[src/rcr_pkg.sv]
package rcr_pkg;
  // register byte addresses on the word bus
  localparam logic [3:0] ADDR_PWRCTL = 4'h0;
  localparam logic [3:0] ADDR_STATUS = 4'h4;
  localparam logic [3:0] ADDR_BORCTL = 4'h8;
  localparam logic [3:0] ADDR_IRQSTAT = 4'hc;
  localparam logic [3:0] ADDR_IRQMASK = 4'h0;
  localparam logic [3:0] ADDR_CTRL = 4'h4;
  localparam logic [3:0] ADDR_PCREG = 4'h8;
  // second page selector bit of the 5-bit address
  localparam int ADDR_W = 5;
  // power control field positions
  localparam int BIT_OVF = 7;
  localparam int BIT_UNF = 6;
  localparam int BIT_WDT = 4;
  localparam int BIT_PIN = 3;
  localparam int BIT_RI = 2;
  localparam int BIT_POR = 1;
  localparam int BIT_BOR = 0;
  // core status field positions
  localparam int BIT_TO = 4;
  localparam int BIT_PD = 3;
  // brownout control field positions
  localparam int BIT_SBOREN = 7;
  localparam int BIT_BORFS = 6;
  localparam int BIT_BORRDY = 0;
  // control register field positions
  localparam int BIT_GIE = 0;
  localparam int BIT_STKEN = 1;
  // values after power-on
  localparam logic [7:0] PWRCTL_POR = 8'h1c;
  localparam logic [4:0] STATUS_POR = 5'h18;
  localparam logic [1:0] BORCTL_POR = 2'h2;
  // program counter start points
  localparam logic [15:0] PC_RESET = 16'h0000;
  localparam logic [15:0] PC_VECTOR = 16'h0004;
  // interrupt status bits, one per cause
  localparam int NCAUSE = 9;
  typedef enum {
    EV_POR, EV_BOR, EV_PIN, EV_PINSLP, EV_WDT, EV_WDTWAKE, EV_IRQWAKE, EV_RI, EV_STK
  } cause_t;
endpackage : rcr_pkg

[src/reset_cause_recorder.sv]
`timescale 1ns/1ps
module reset_cause_recorder
  import rcr_pkg::*;
(
  input wire logic mclk,
  input wire logic rst_n,
  input wire logic clkEn,
  input wire logic [4:0] address,
  input wire logic read,
  input wire logic write,
  input wire logic [31:0] writedata,
  output logic [31:0] readdata,
  output logic waitrequest,
  input wire logic powerOnEvt,
  input wire logic brownoutEvt,
  input wire logic lowPowerBrownoutEvt,
  input wire logic external_reset_pin_n,
  input wire logic watchdogTimeout,
  input wire logic resetInstr,
  input wire logic stackOverflow,
  input wire logic stackUnderflow,
  input wire logic irqWake,
  input wire logic pendingIrq,
  input wire logic asleep,
  input wire logic borReady,
  input wire logic [15:0] curPc,
  output logic [15:0] startPc_ff,
  output logic startPcLoad_ff,
  output logic pushReturn_ff,
  output logic coreReset_ff,
  output logic global_irq_enable_ff,
  output logic irq_ff
);
  logic [1:0] pinSync_ff;
  logic [1:0] borRdySync_ff;
  logic pinPrev_ff;
  logic [7:0] power_control_flags;
  logic [4:0] statusQ;
  logic [1:0] borCtl_ff;
  logic stkEn_ff;
  logic [NCAUSE-1:0] irqStat_ff;
  logic [NCAUSE-1:0] irqMask_ff;
  logic vectorPending_ff;
  logic ackPending_ff;
  logic [NCAUSE-1:0] ev;
  logic anyReset;
  logic brownAny;
  logic pinFall;
  logic wdtRst;
  logic wdtWake;
  logic accept;
  logic wrEn;
  logic wrPcon;
  logic wrStat;
  logic [7:0] hwSet;
  logic [7:0] hwClr;
  logic [4:0] stSet;
  logic [4:0] stClr;

  // pin is from outside the clock domain
  always_ff @(posedge mclk or negedge rst_n) begin
    if (!rst_n) begin
      pinSync_ff <= 2'h3;
      borRdySync_ff <= 2'h0;
      pinPrev_ff <= 1'b1;
    end else if (clkEn) begin
      pinSync_ff <= {pinSync_ff[0], external_reset_pin_n};
      borRdySync_ff <= {borRdySync_ff[0], borReady};
      pinPrev_ff <= pinSync_ff[1];
    end
  end

  assign pinFall = pinPrev_ff & ~pinSync_ff[1];
  assign brownAny = brownoutEvt | lowPowerBrownoutEvt;
  assign wdtRst = watchdogTimeout & ~asleep;
  assign wdtWake = watchdogTimeout & asleep;

  // power-on masks brown-out; the other causes are not masked by brown-out here
  always_comb begin
    ev = '0;
    ev[EV_POR] = powerOnEvt;
    ev[EV_BOR] = brownAny & ~powerOnEvt;
    ev[EV_PIN] = pinFall & ~asleep;
    ev[EV_PINSLP] = pinFall & asleep;
    ev[EV_WDT] = wdtRst;
    ev[EV_WDTWAKE] = wdtWake;
    ev[EV_IRQWAKE] = irqWake & asleep & ~pinFall & ~wdtWake;
    ev[EV_RI] = resetInstr;
    ev[EV_STK] = stkEn_ff & (stackOverflow | stackUnderflow);
  end

  assign anyReset = ev[EV_POR] | ev[EV_BOR] | ev[EV_PIN] | ev[EV_PINSLP] | ev[EV_WDT]
    | ev[EV_RI] | ev[EV_STK];

  assign accept = (read | write) & ~ackPending_ff;
  // a write lands only at the edge where waitrequest is seen low
  assign wrEn = write & ackPending_ff;
  assign wrPcon = wrEn & (address == {1'b0, ADDR_PWRCTL});
  assign wrStat = wrEn & (address == {1'b0, ADDR_STATUS});

  // set and clear requests per power control bit
  always_comb begin
    hwSet = '0;
    hwClr = '0;
    if (ev[EV_POR]) begin
      hwClr = 8'hc3;
      hwSet = 8'h1c;
    end else if (ev[EV_BOR]) begin
      hwClr = 8'hc1;
      hwSet = 8'h0c;
    end else begin
      hwClr[BIT_PIN] = ev[EV_PIN] | ev[EV_PINSLP];
      hwClr[BIT_WDT] = ev[EV_WDT];
      hwClr[BIT_RI] = ev[EV_RI];
      hwSet[BIT_OVF] = ev[EV_STK] & stackOverflow;
      hwSet[BIT_UNF] = ev[EV_STK] & stackUnderflow;
    end
  end

  // status: timeout and powerdown, and power-on also clears the low bits; otherwise the low bits belong to the core
  always_comb begin
    stSet = '0;
    stClr = '0;
    if (ev[EV_POR]) begin
      stSet = STATUS_POR;
      stClr = ~STATUS_POR;
    end else if (ev[EV_BOR]) begin
      stSet = STATUS_POR;
    end else if (ev[EV_PINSLP]) begin
      stSet[BIT_TO] = 1'b1;
      stClr[BIT_PD] = 1'b1;
    end else if (ev[EV_WDT]) begin
      stClr[BIT_TO] = 1'b1;
    end else if (ev[EV_WDTWAKE]) begin
      stClr[BIT_TO] = 1'b1;
      stClr[BIT_PD] = 1'b1;
    end else if (ev[EV_IRQWAKE]) begin
      stSet[BIT_TO] = 1'b1;
      stClr[BIT_PD] = 1'b1;
    end
  end

  genvar gi;
  generate
    for (gi = 0; gi < 8; gi++) begin : g_power_control_flags
      if (gi == 5) begin : g_unimpl
        assign power_control_flags[gi] = 1'b0;
      end else begin : g_impl
        flag_bit #(.RESET_VAL(PWRCTL_POR[gi])) u_flag (
          .mclk(mclk),
          .rst_n(rst_n),
          .clkEn(clkEn),
          .hwSet(hwSet[gi]),
          .hwClr(hwClr[gi]),
          .swWr(wrPcon),
          .swVal(writedata[gi] & ((gi < 6) | power_control_flags[gi])),
          .q(power_control_flags[gi])
        );
      end
    end
    for (gi = 0; gi < 5; gi++) begin : g_stat
      flag_bit #(.RESET_VAL(STATUS_POR[gi])) u_flag (
        .mclk(mclk),
        .rst_n(rst_n),
        .clkEn(clkEn),
        .hwSet(stSet[gi]),
        .hwClr(stClr[gi]),
        .swWr(wrStat & (gi < 3)),
        .swVal(writedata[gi]),
        .q(statusQ[gi])
      );
    end
  endgenerate

  // pc start point and core restart
  always_ff @(posedge mclk or negedge rst_n) begin
    if (!rst_n) begin
      startPc_ff <= PC_RESET;
      startPcLoad_ff <= 1'b1;
      coreReset_ff <= 1'b1;
      pushReturn_ff <= 1'b0;
      vectorPending_ff <= 1'b0;
    end else if (clkEn) begin
      startPcLoad_ff <= 1'b0;
      coreReset_ff <= anyReset;
      pushReturn_ff <= 1'b0;
      if (anyReset) begin
        startPc_ff <= PC_RESET;
        startPcLoad_ff <= 1'b1;
        vectorPending_ff <= 1'b0;
      end else if (vectorPending_ff) begin
        // next instruction ran first, now take the vector
        startPc_ff <= PC_VECTOR;
        startPcLoad_ff <= 1'b1;
        pushReturn_ff <= 1'b1;
        vectorPending_ff <= 1'b0;
      end else if (ev[EV_WDTWAKE] | ev[EV_IRQWAKE]) begin
        startPc_ff <= curPc + 16'h0001;
        startPcLoad_ff <= 1'b1;
        vectorPending_ff <= ev[EV_IRQWAKE] & global_irq_enable_ff & pendingIrq;
      end
    end
  end

  // global enable and stack reset enable live in the control word
  always_ff @(posedge mclk or negedge rst_n) begin
    if (!rst_n) begin
      global_irq_enable_ff <= 1'b0;
      stkEn_ff <= 1'b1;
    end else if (clkEn) begin
      if (anyReset) begin
        global_irq_enable_ff <= 1'b0;
      end else if (vectorPending_ff) begin
        global_irq_enable_ff <= 1'b0;
      end else if (wrEn & (address == {1'b1, ADDR_CTRL})) begin
        global_irq_enable_ff <= writedata[BIT_GIE];
        stkEn_ff <= writedata[BIT_STKEN];
      end
    end
  end

  // brownout control: enable and fast-start bits held, ready is live
  always_ff @(posedge mclk or negedge rst_n) begin
    if (!rst_n) begin
      borCtl_ff <= BORCTL_POR;
    end else if (clkEn) begin
      if (ev[EV_POR] | ev[EV_BOR]) begin
        borCtl_ff <= BORCTL_POR;
      end else if (wrEn & (address == {1'b0, ADDR_BORCTL})) begin
        borCtl_ff <= writedata[BIT_SBOREN:BIT_BORFS];
      end
    end
  end

  // sticky cause bits, write one to clear; a new event wins
  always_ff @(posedge mclk or negedge rst_n) begin
    if (!rst_n) begin
      irqStat_ff <= '0;
      irqMask_ff <= '0;
      irq_ff <= 1'b0;
    end else if (clkEn) begin
      if (wrEn & (address == {1'b0, ADDR_IRQSTAT})) begin
        irqStat_ff <= (irqStat_ff & ~writedata[NCAUSE-1:0]) | ev;
      end else begin
        irqStat_ff <= irqStat_ff | ev;
      end
      if (wrEn & (address == {1'b1, ADDR_IRQMASK})) begin
        irqMask_ff <= writedata[NCAUSE-1:0];
      end
      irq_ff <= |(irqStat_ff & irqMask_ff);
    end
  end

  // bus: one wait cycle, then answer with registered data
  always_ff @(posedge mclk or negedge rst_n) begin
    if (!rst_n) begin
      ackPending_ff <= 1'b0;
      readdata <= '0;
    end else if (clkEn) begin
      ackPending_ff <= accept;
      if (accept & read) begin
        case (address)
          {1'b0, ADDR_PWRCTL}: readdata <= {24'h0, power_control_flags};
          {1'b0, ADDR_STATUS}: readdata <= {27'h0, statusQ};
          {1'b0, ADDR_BORCTL}: readdata <= {24'h0, borCtl_ff, 5'h00, borRdySync_ff[1]};
          {1'b0, ADDR_IRQSTAT}: readdata <= {23'h0, irqStat_ff};
          {1'b1, ADDR_IRQMASK}: readdata <= {23'h0, irqMask_ff};
          {1'b1, ADDR_CTRL}: readdata <= {30'h0, stkEn_ff, global_irq_enable_ff};
          {1'b1, ADDR_PCREG}: readdata <= {16'h0, startPc_ff};
          default: readdata <= '0;
        endcase
      end
    end
  end

  assign waitrequest = ~ackPending_ff;

  AST_POR_FLAGS: assert property (@(posedge mclk) disable iff (!rst_n)
    clkEn && powerOnEvt |=> power_control_flags[7:1] == 7'h0e && statusQ[4:3] == 2'h3)
    else $error("power-on flags wrong");
  AST_BOR_FLAGS: assert property (@(posedge mclk) disable iff (!rst_n)
    clkEn && ev[EV_BOR] |=> power_control_flags[BIT_BOR] == 1'b0 && power_control_flags[7:6] == 2'h0 && power_control_flags[3:2] == 2'h3)
    else $error("brown-out flags wrong");
  AST_PIN_RUN: assert property (@(posedge mclk) disable iff (!rst_n)
    clkEn && ev[EV_PIN] && !ev[EV_POR] && !ev[EV_BOR] |=> !power_control_flags[BIT_PIN])
    else $error("pin flag not cleared");
  AST_PIN_SLEEP: assert property (@(posedge mclk) disable iff (!rst_n)
    clkEn && ev[EV_PINSLP] && !brownAny && !powerOnEvt |=> statusQ[4:3] == 2'h2)
    else $error("pin sleep status wrong");
  AST_WDT: assert property (@(posedge mclk) disable iff (!rst_n)
    clkEn && ev[EV_WDT] && !brownAny && !powerOnEvt |=> !power_control_flags[BIT_WDT] && !statusQ[BIT_TO])
    else $error("watchdog flags wrong");
  AST_WAKE_PC: assert property (@(posedge mclk) disable iff (!rst_n)
    clkEn && ev[EV_WDTWAKE] && !anyReset && !vectorPending_ff
    |=> startPc_ff == $past(curPc) + 16'h0001 && startPcLoad_ff)
    else $error("wake pc wrong");
  AST_RI: assert property (@(posedge mclk) disable iff (!rst_n)
    clkEn && resetInstr && !brownAny && !powerOnEvt |=> !power_control_flags[BIT_RI] && startPc_ff == PC_RESET)
    else $error("reset instruction handling wrong");
  AST_UNIMPL: assert property (@(posedge mclk) disable iff (!rst_n)
    !power_control_flags[5])
    else $error("bit 5 not zero");
  AST_GIE_CLR: assert property (@(posedge mclk) disable iff (!rst_n)
    clkEn && anyReset |=> !global_irq_enable_ff)
    else $error("enable survived reset");
  AST_HW_WINS: assert property (@(posedge mclk) disable iff (!rst_n)
    clkEn && wrPcon && ev[EV_STK] && stackOverflow && !powerOnEvt && !ev[EV_BOR]
    |=> power_control_flags[BIT_OVF])
    else $error("write beat hardware set");
endmodule : reset_cause_recorder

[src/flag_bit.sv]
`timescale 1ns/1ps
// one software-visible flag; hardware set and clear beat a firmware write
module flag_bit #(
  parameter logic RESET_VAL = 1'b0
) (
  input wire logic mclk,
  input wire logic rst_n,
  input wire logic clkEn,
  input wire logic hwSet,
  input wire logic hwClr,
  input wire logic swWr,
  input wire logic swVal,
  output logic q
);
  always_ff @(posedge mclk or negedge rst_n) begin
    if (!rst_n) begin
      q <= RESET_VAL;
    end else if (clkEn) begin
      if (hwSet) begin
        q <= 1'b1;
      end else if (hwClr) begin
        q <= 1'b0;
      end else if (swWr) begin
        q <= swVal;
      end
    end
  end
endmodule : flag_bit

[config.mk]
export PLATFORM = sky130hd
export DESIGN_NAME = reset_cause_recorder
export DESIGN_NICKNAME = d
export VERILOG_FILES = /design/src/rcr_pkg.sv /design/src/reset_cause_recorder.sv /design/src/flag_bit.sv
export SDC_FILE = /design/constraint.sdc
export NUM_CORES = 1
export LEC_CHECK = 0
export BUFFER_PORTS_ARGS = -buffer_cell sky130_fd_sc_hd__clkbuf_2
export CAP_MARGIN = 20
export CORE_MARGIN = 10
export CORE_UTILIZATION = 57
export CTS_BUF_LIST = sky130_fd_sc_hd__clkbuf_4
export DETAILED_ROUTE_END_ITERATION = 16
export PLACE_DENSITY = 0.88
export REMOVE_ABC_BUFFERS = 1
export SLEW_MARGIN = 5
export SYNTH_ARGS = -nofsm -noshare
export SYNTH_HDL_FRONTEND = slang
export SYNTH_SLANG_ARGS = --single-unit
[constraint.sdc]
create_clock -name mclk -period 4.95 [get_ports mclk]
set_input_delay 0.7425 -clock mclk [delete_from_list [all_inputs] [get_ports mclk]]
set_output_delay 0.7425 -clock mclk [all_outputs]
set_load 0.1 [all_outputs]
==> metrics.yaml <==
run_status:
  status: "complete, no violations"
layout:
  stdcell_count: 533
  diodes: 0
  multiInputGateArea_sq_mm: 0.00180
  nets: 519
  final_core_util_pct: 66.7
  drive_gt1_share_pct: 30.5
  ff_latch_area_sq_mm: 0.00194
  areaGrowthSynthToFinish_pct: 14.4
  final.fill_count: 543
pwr:
  p_sw_share_pct: 32.8
  vdd_drop_max_mv: 0.220
  pwr-share-clk_pct: 30.8
  combPwrFrac_pct: 19.8
  p_sw_mw: 0.455
  cellLeakagePower_nw: 2.08
  seqPwrFrac_pct: 49.4
  power_density_mw_per_mm2: 310
  power.internal_mw: 0.933
clocking:
  clkTransAtPathRegs_ps: 130
  htree_levels: 3
  cts_setup_buffers: 0
  worstSkewPairLatency_ps: 440
  cts_resized: 0
  clockBufferDepth: 2
  cts_sinks: 77
  cts_tree: "done"
  ctsHoldBuffers: 0
  cts_root_buffer: "clkbuf_4"
  cts_buffers: 9
placed_design:
  numPortBuffers: 84
  dp_hpwl_microns: 8080
  place_ws_ps: 1860
  gp_congestion: 0.869
  placedCellCount: 516
sta:
  drv_slew: 0
  hold_violations: 0
  tns_ps: 0
  post-route-min-period_ps: 2780
  layout_setup_ws_ps: 2170
  clock_skew_ps: 16.7
  post-route-period-util_pct: 56.1
  rsz0062_at_grt: "false"
  relSlewSlack_pct: 35.5
  max_freq_mhz: 360
  tightest_slew_ps: 968
  setup_viol: 0
critical_path:
  crit_fanout: 14
  cp-end-kind: "flip-flop"
  crit_arrival_ps: 3130
  cp.required_ps: 5310
  start_kind: "input port"
  rr_endpoint: "startPc_ff[6]"
  path_buf_inv: 1
  max_stage_delay_ps: 750
  worst-setup-path-type: "input port to flip-flop"
  rrSetupSlack_ps: 2380
  cp_top_family: "simple AND/OR/NAND/NOR gates"
  cpMaxStageDelayCell: "nor3_1"
  path_cells: "clkbuf_2 -> nor3_1 -> nand2_1 -> nor2_1 -> nand3_1 -> o2bb2ai_1"
  worst_r2r_path_depth: 5
  r2r-start: "pinSync_ff[1]"
route:
  via_per_inst: 6.31
  routed_wl_microns: 10900
  ant_nets: 0
  drt-pass1-iter-count: 5
  drtIter0Drc: 302
  routedWlPerCell_microns: 20.4
  dr_total_vias: 3365
  drc_errors: 0
die:
  die_h_microns: 103
  num_rows: 30
  core-area_sq_mm: 0.00672
  die-area_sq_mm: 0.0106
  die_x_microns: 103
  start_util_pct: 58.3
  io_pins: 124
yosys:
  postSynthAreaPerCell_sq_um: 10.7
  ys.flop_type: "dfrtp_1"
  synth_xor_area_share_pct: 2.91
  yosys-mux-area-fraction_pct: 8.40
  syn-cell-area_sq_mm: 0.00392
  synth-warning-count: 0
  ys_seq_area_share_pct: 49.6
  synth_fa_ha_area_share_pct: 0.319
  synth_top_family_by_area: "compound AO/OA/AOI/OAI gates"
  synth_compound_area_share_pct: 20.5
  async_flop_share_pct: 100
  synth-simple-area-share_pct: 12.1
  yosysUniqueCellTypes: 51
  netlist_instances: 367
  synth-edff-count: 0
  synth.ff_latch_count: 77
run:
  drv_cap: 0
global_route:
  grt-ovfl-total: 0
  grtUsageTotal_pct: 21.0
  grt_pass1_wl_microns: 17200
  grt_max_degree: 78
  antenna_found_initial: 0
  grt_pass1_vias: 3373
hold_path:
  hp-class: "input port to async pin"
==> area by class of cell <==
type / count / share of cell area [%]
clock buffer: 9 / 1.51
clock inverter: 7 / 1.98
inverter: 12 / 1.01
multi-input combinational: 261 / 40.1
sequential: 77 / 43.3
tap: 80 / 2.23
timing repair buffer: 87 / 9.88
==> how the worst max path moves through the flow <==
stage	start	to	cells after the start
detailed placement	lowPowerBrownoutEvt	startPc_ff[15]	6
finish	lowPowerBrownoutEvt	startPc_ff[15]	6
CTS	lowPowerBrownoutEvt	startPc_ff[15]	6
global placement	lowPowerBrownoutEvt	startPc_ff[3]	6
global route	powerOnEvt	startPc_ff[15]	6
floorplan	ackPending_ff	readdata[0]	5
==> stage by stage <==
stage | hold WS (ps) | instance area, sq um | total power [mW]
after floorplan | 447 | 3780 | 0.880
after global routing | 493 | 4480 | 1.45
after CTS | 470 | 4480 | 1.39
final | 457 | 4480 | 1.39
after global placement | 452 | 4320 | 0.961
after detailed placement | 471 | 4320 | 0.968
==> logic make-up (layout without fill, tap and decap cells) <==
kind of cell | Yosys count | after routing
AO/OA/AOI/OAI | 102 | 102
XOR/XNOR | 13 | 13
adder cells (fa/ha/maj) | 1 | 1
buffers and inverters | 44 | 115
flip-flops | 77 | 77
multiplexers | 28 | 28
other | 1 | 16
AND/OR/NAND/NOR | 101 | 101
==> power groups by stage <==
stage	Sequential [mW]	Clock [mW]	Combinational (mW)
4_1_cts	0.685	0.436	0.274
2_1_floorplan	0.741	0	0.139
3_5_place_dp	0.696	0	0.272
3_3_place_gp	0.695	0	0.266
5_1_grt	0.689	0.466	0.295
6_report	0.686	0.428	0.275
==> cells in the mapped netlist, types with 7 or more instances <==
| cell | n | share of area (%) |
|---|---|---|
| dfrtp_1 | 65 | 42 |
| nand2_1 | 32 | 3.1 |
| a22o_1 | 28 | 6.3 |
| nor2_1 | 25 | 2.4 |
| o2bb2ai_1 | 19 | 4.2 |
| mux2_2 | 18 | 5.2 |
| buf_4 | 16 | 3.1 |
| nand3_1 | 15 | 1.9 |
| o21ai_0 | 13 | 1.7 |
| dfstp_2 | 12 | 8.1 |
| inv_1 | 12 | 1.2 |
| clkbuf_1 | 11 | 1.1 |
| xor2_1 | 9 | 2.0 |
| mux2i_1 | 7 | 1.8 |
==> cell usage in the layout (no fill, tap or decap), drive strengths merged, types with 2 or more instances in the layout <==
cell type | Yosys | routed
a21o | 2 | 2
clkbuf | 11 | 92
a221oi | 2 | 2
a22o | 28 | 28
nand3 | 15 | 15
o211ai | 3 | 3
or2 | 2 | 2
a31oi | 2 | 2
buf | 21 | 4
a21oi | 4 | 4
nand2 | 32 | 32
or3 | 3 | 3
nor2b | 4 | 4
clkinv | 0 | 3
o221ai | 3 | 3
dfrtp | 65 | 65
nor2 | 25 | 25
a21boi | 2 | 2
a32o | 4 | 4
dfstp | 12 | 12
bufinv | 0 | 2
xnor2 | 4 | 4
mux4 | 2 | 2
nand2b | 3 | 3
xor2 | 9 | 9
inv | 12 | 13
o21a | 3 | 3
o21ai | 15 | 15
o22ai | 5 | 5
mux2i | 7 | 7
mux2 | 19 | 19
and2 | 2 | 2
a22oi | 5 | 5
o2bb2ai | 19 | 19
nor3 | 6 | 6
nand4 | 5 | 5
a32oi | 2 | 2
conb | 1 | 16
==> sequential cells by signal (all words and copies together), names as in the netlist <==
register and count:
ackPending_ff 1, borCtl_ff 2, borRdySync_ff 2, coreReset_ff 1
g_power_control_flags.g_impl.u_flag.q 7, g_stat.u_flag.q 5, global_irq_enable_ff 1, irqMask_ff 9
irqStat_ff 9, irq_ff 1, pinPrev_ff 1, pinSync_ff 2
pushReturn_ff 1, readdata 16, startPcLoad_ff 1, startPc_ff 16
stkEn_ff 1, vectorPending_ff 1
==> layer usage <==
| metal | track usage [%] | part of all wire, % | up-vias | wire length, microns |
|---|---|---|---|---|
| met5 | 0 | 0 | - | 0 |
| met4 | 7.70 | 2.3 | 0 | 247 |
| met3 | 7.64 | 11 | 35 | 1220 |
| met2 | 33.8 | 49 | 203 | 5280 |
| met1 | 25.2 | 38 | 1639 | 4110 |
| li1 | - | - | 1488 | - |
(Power assumes the default switching activity.)
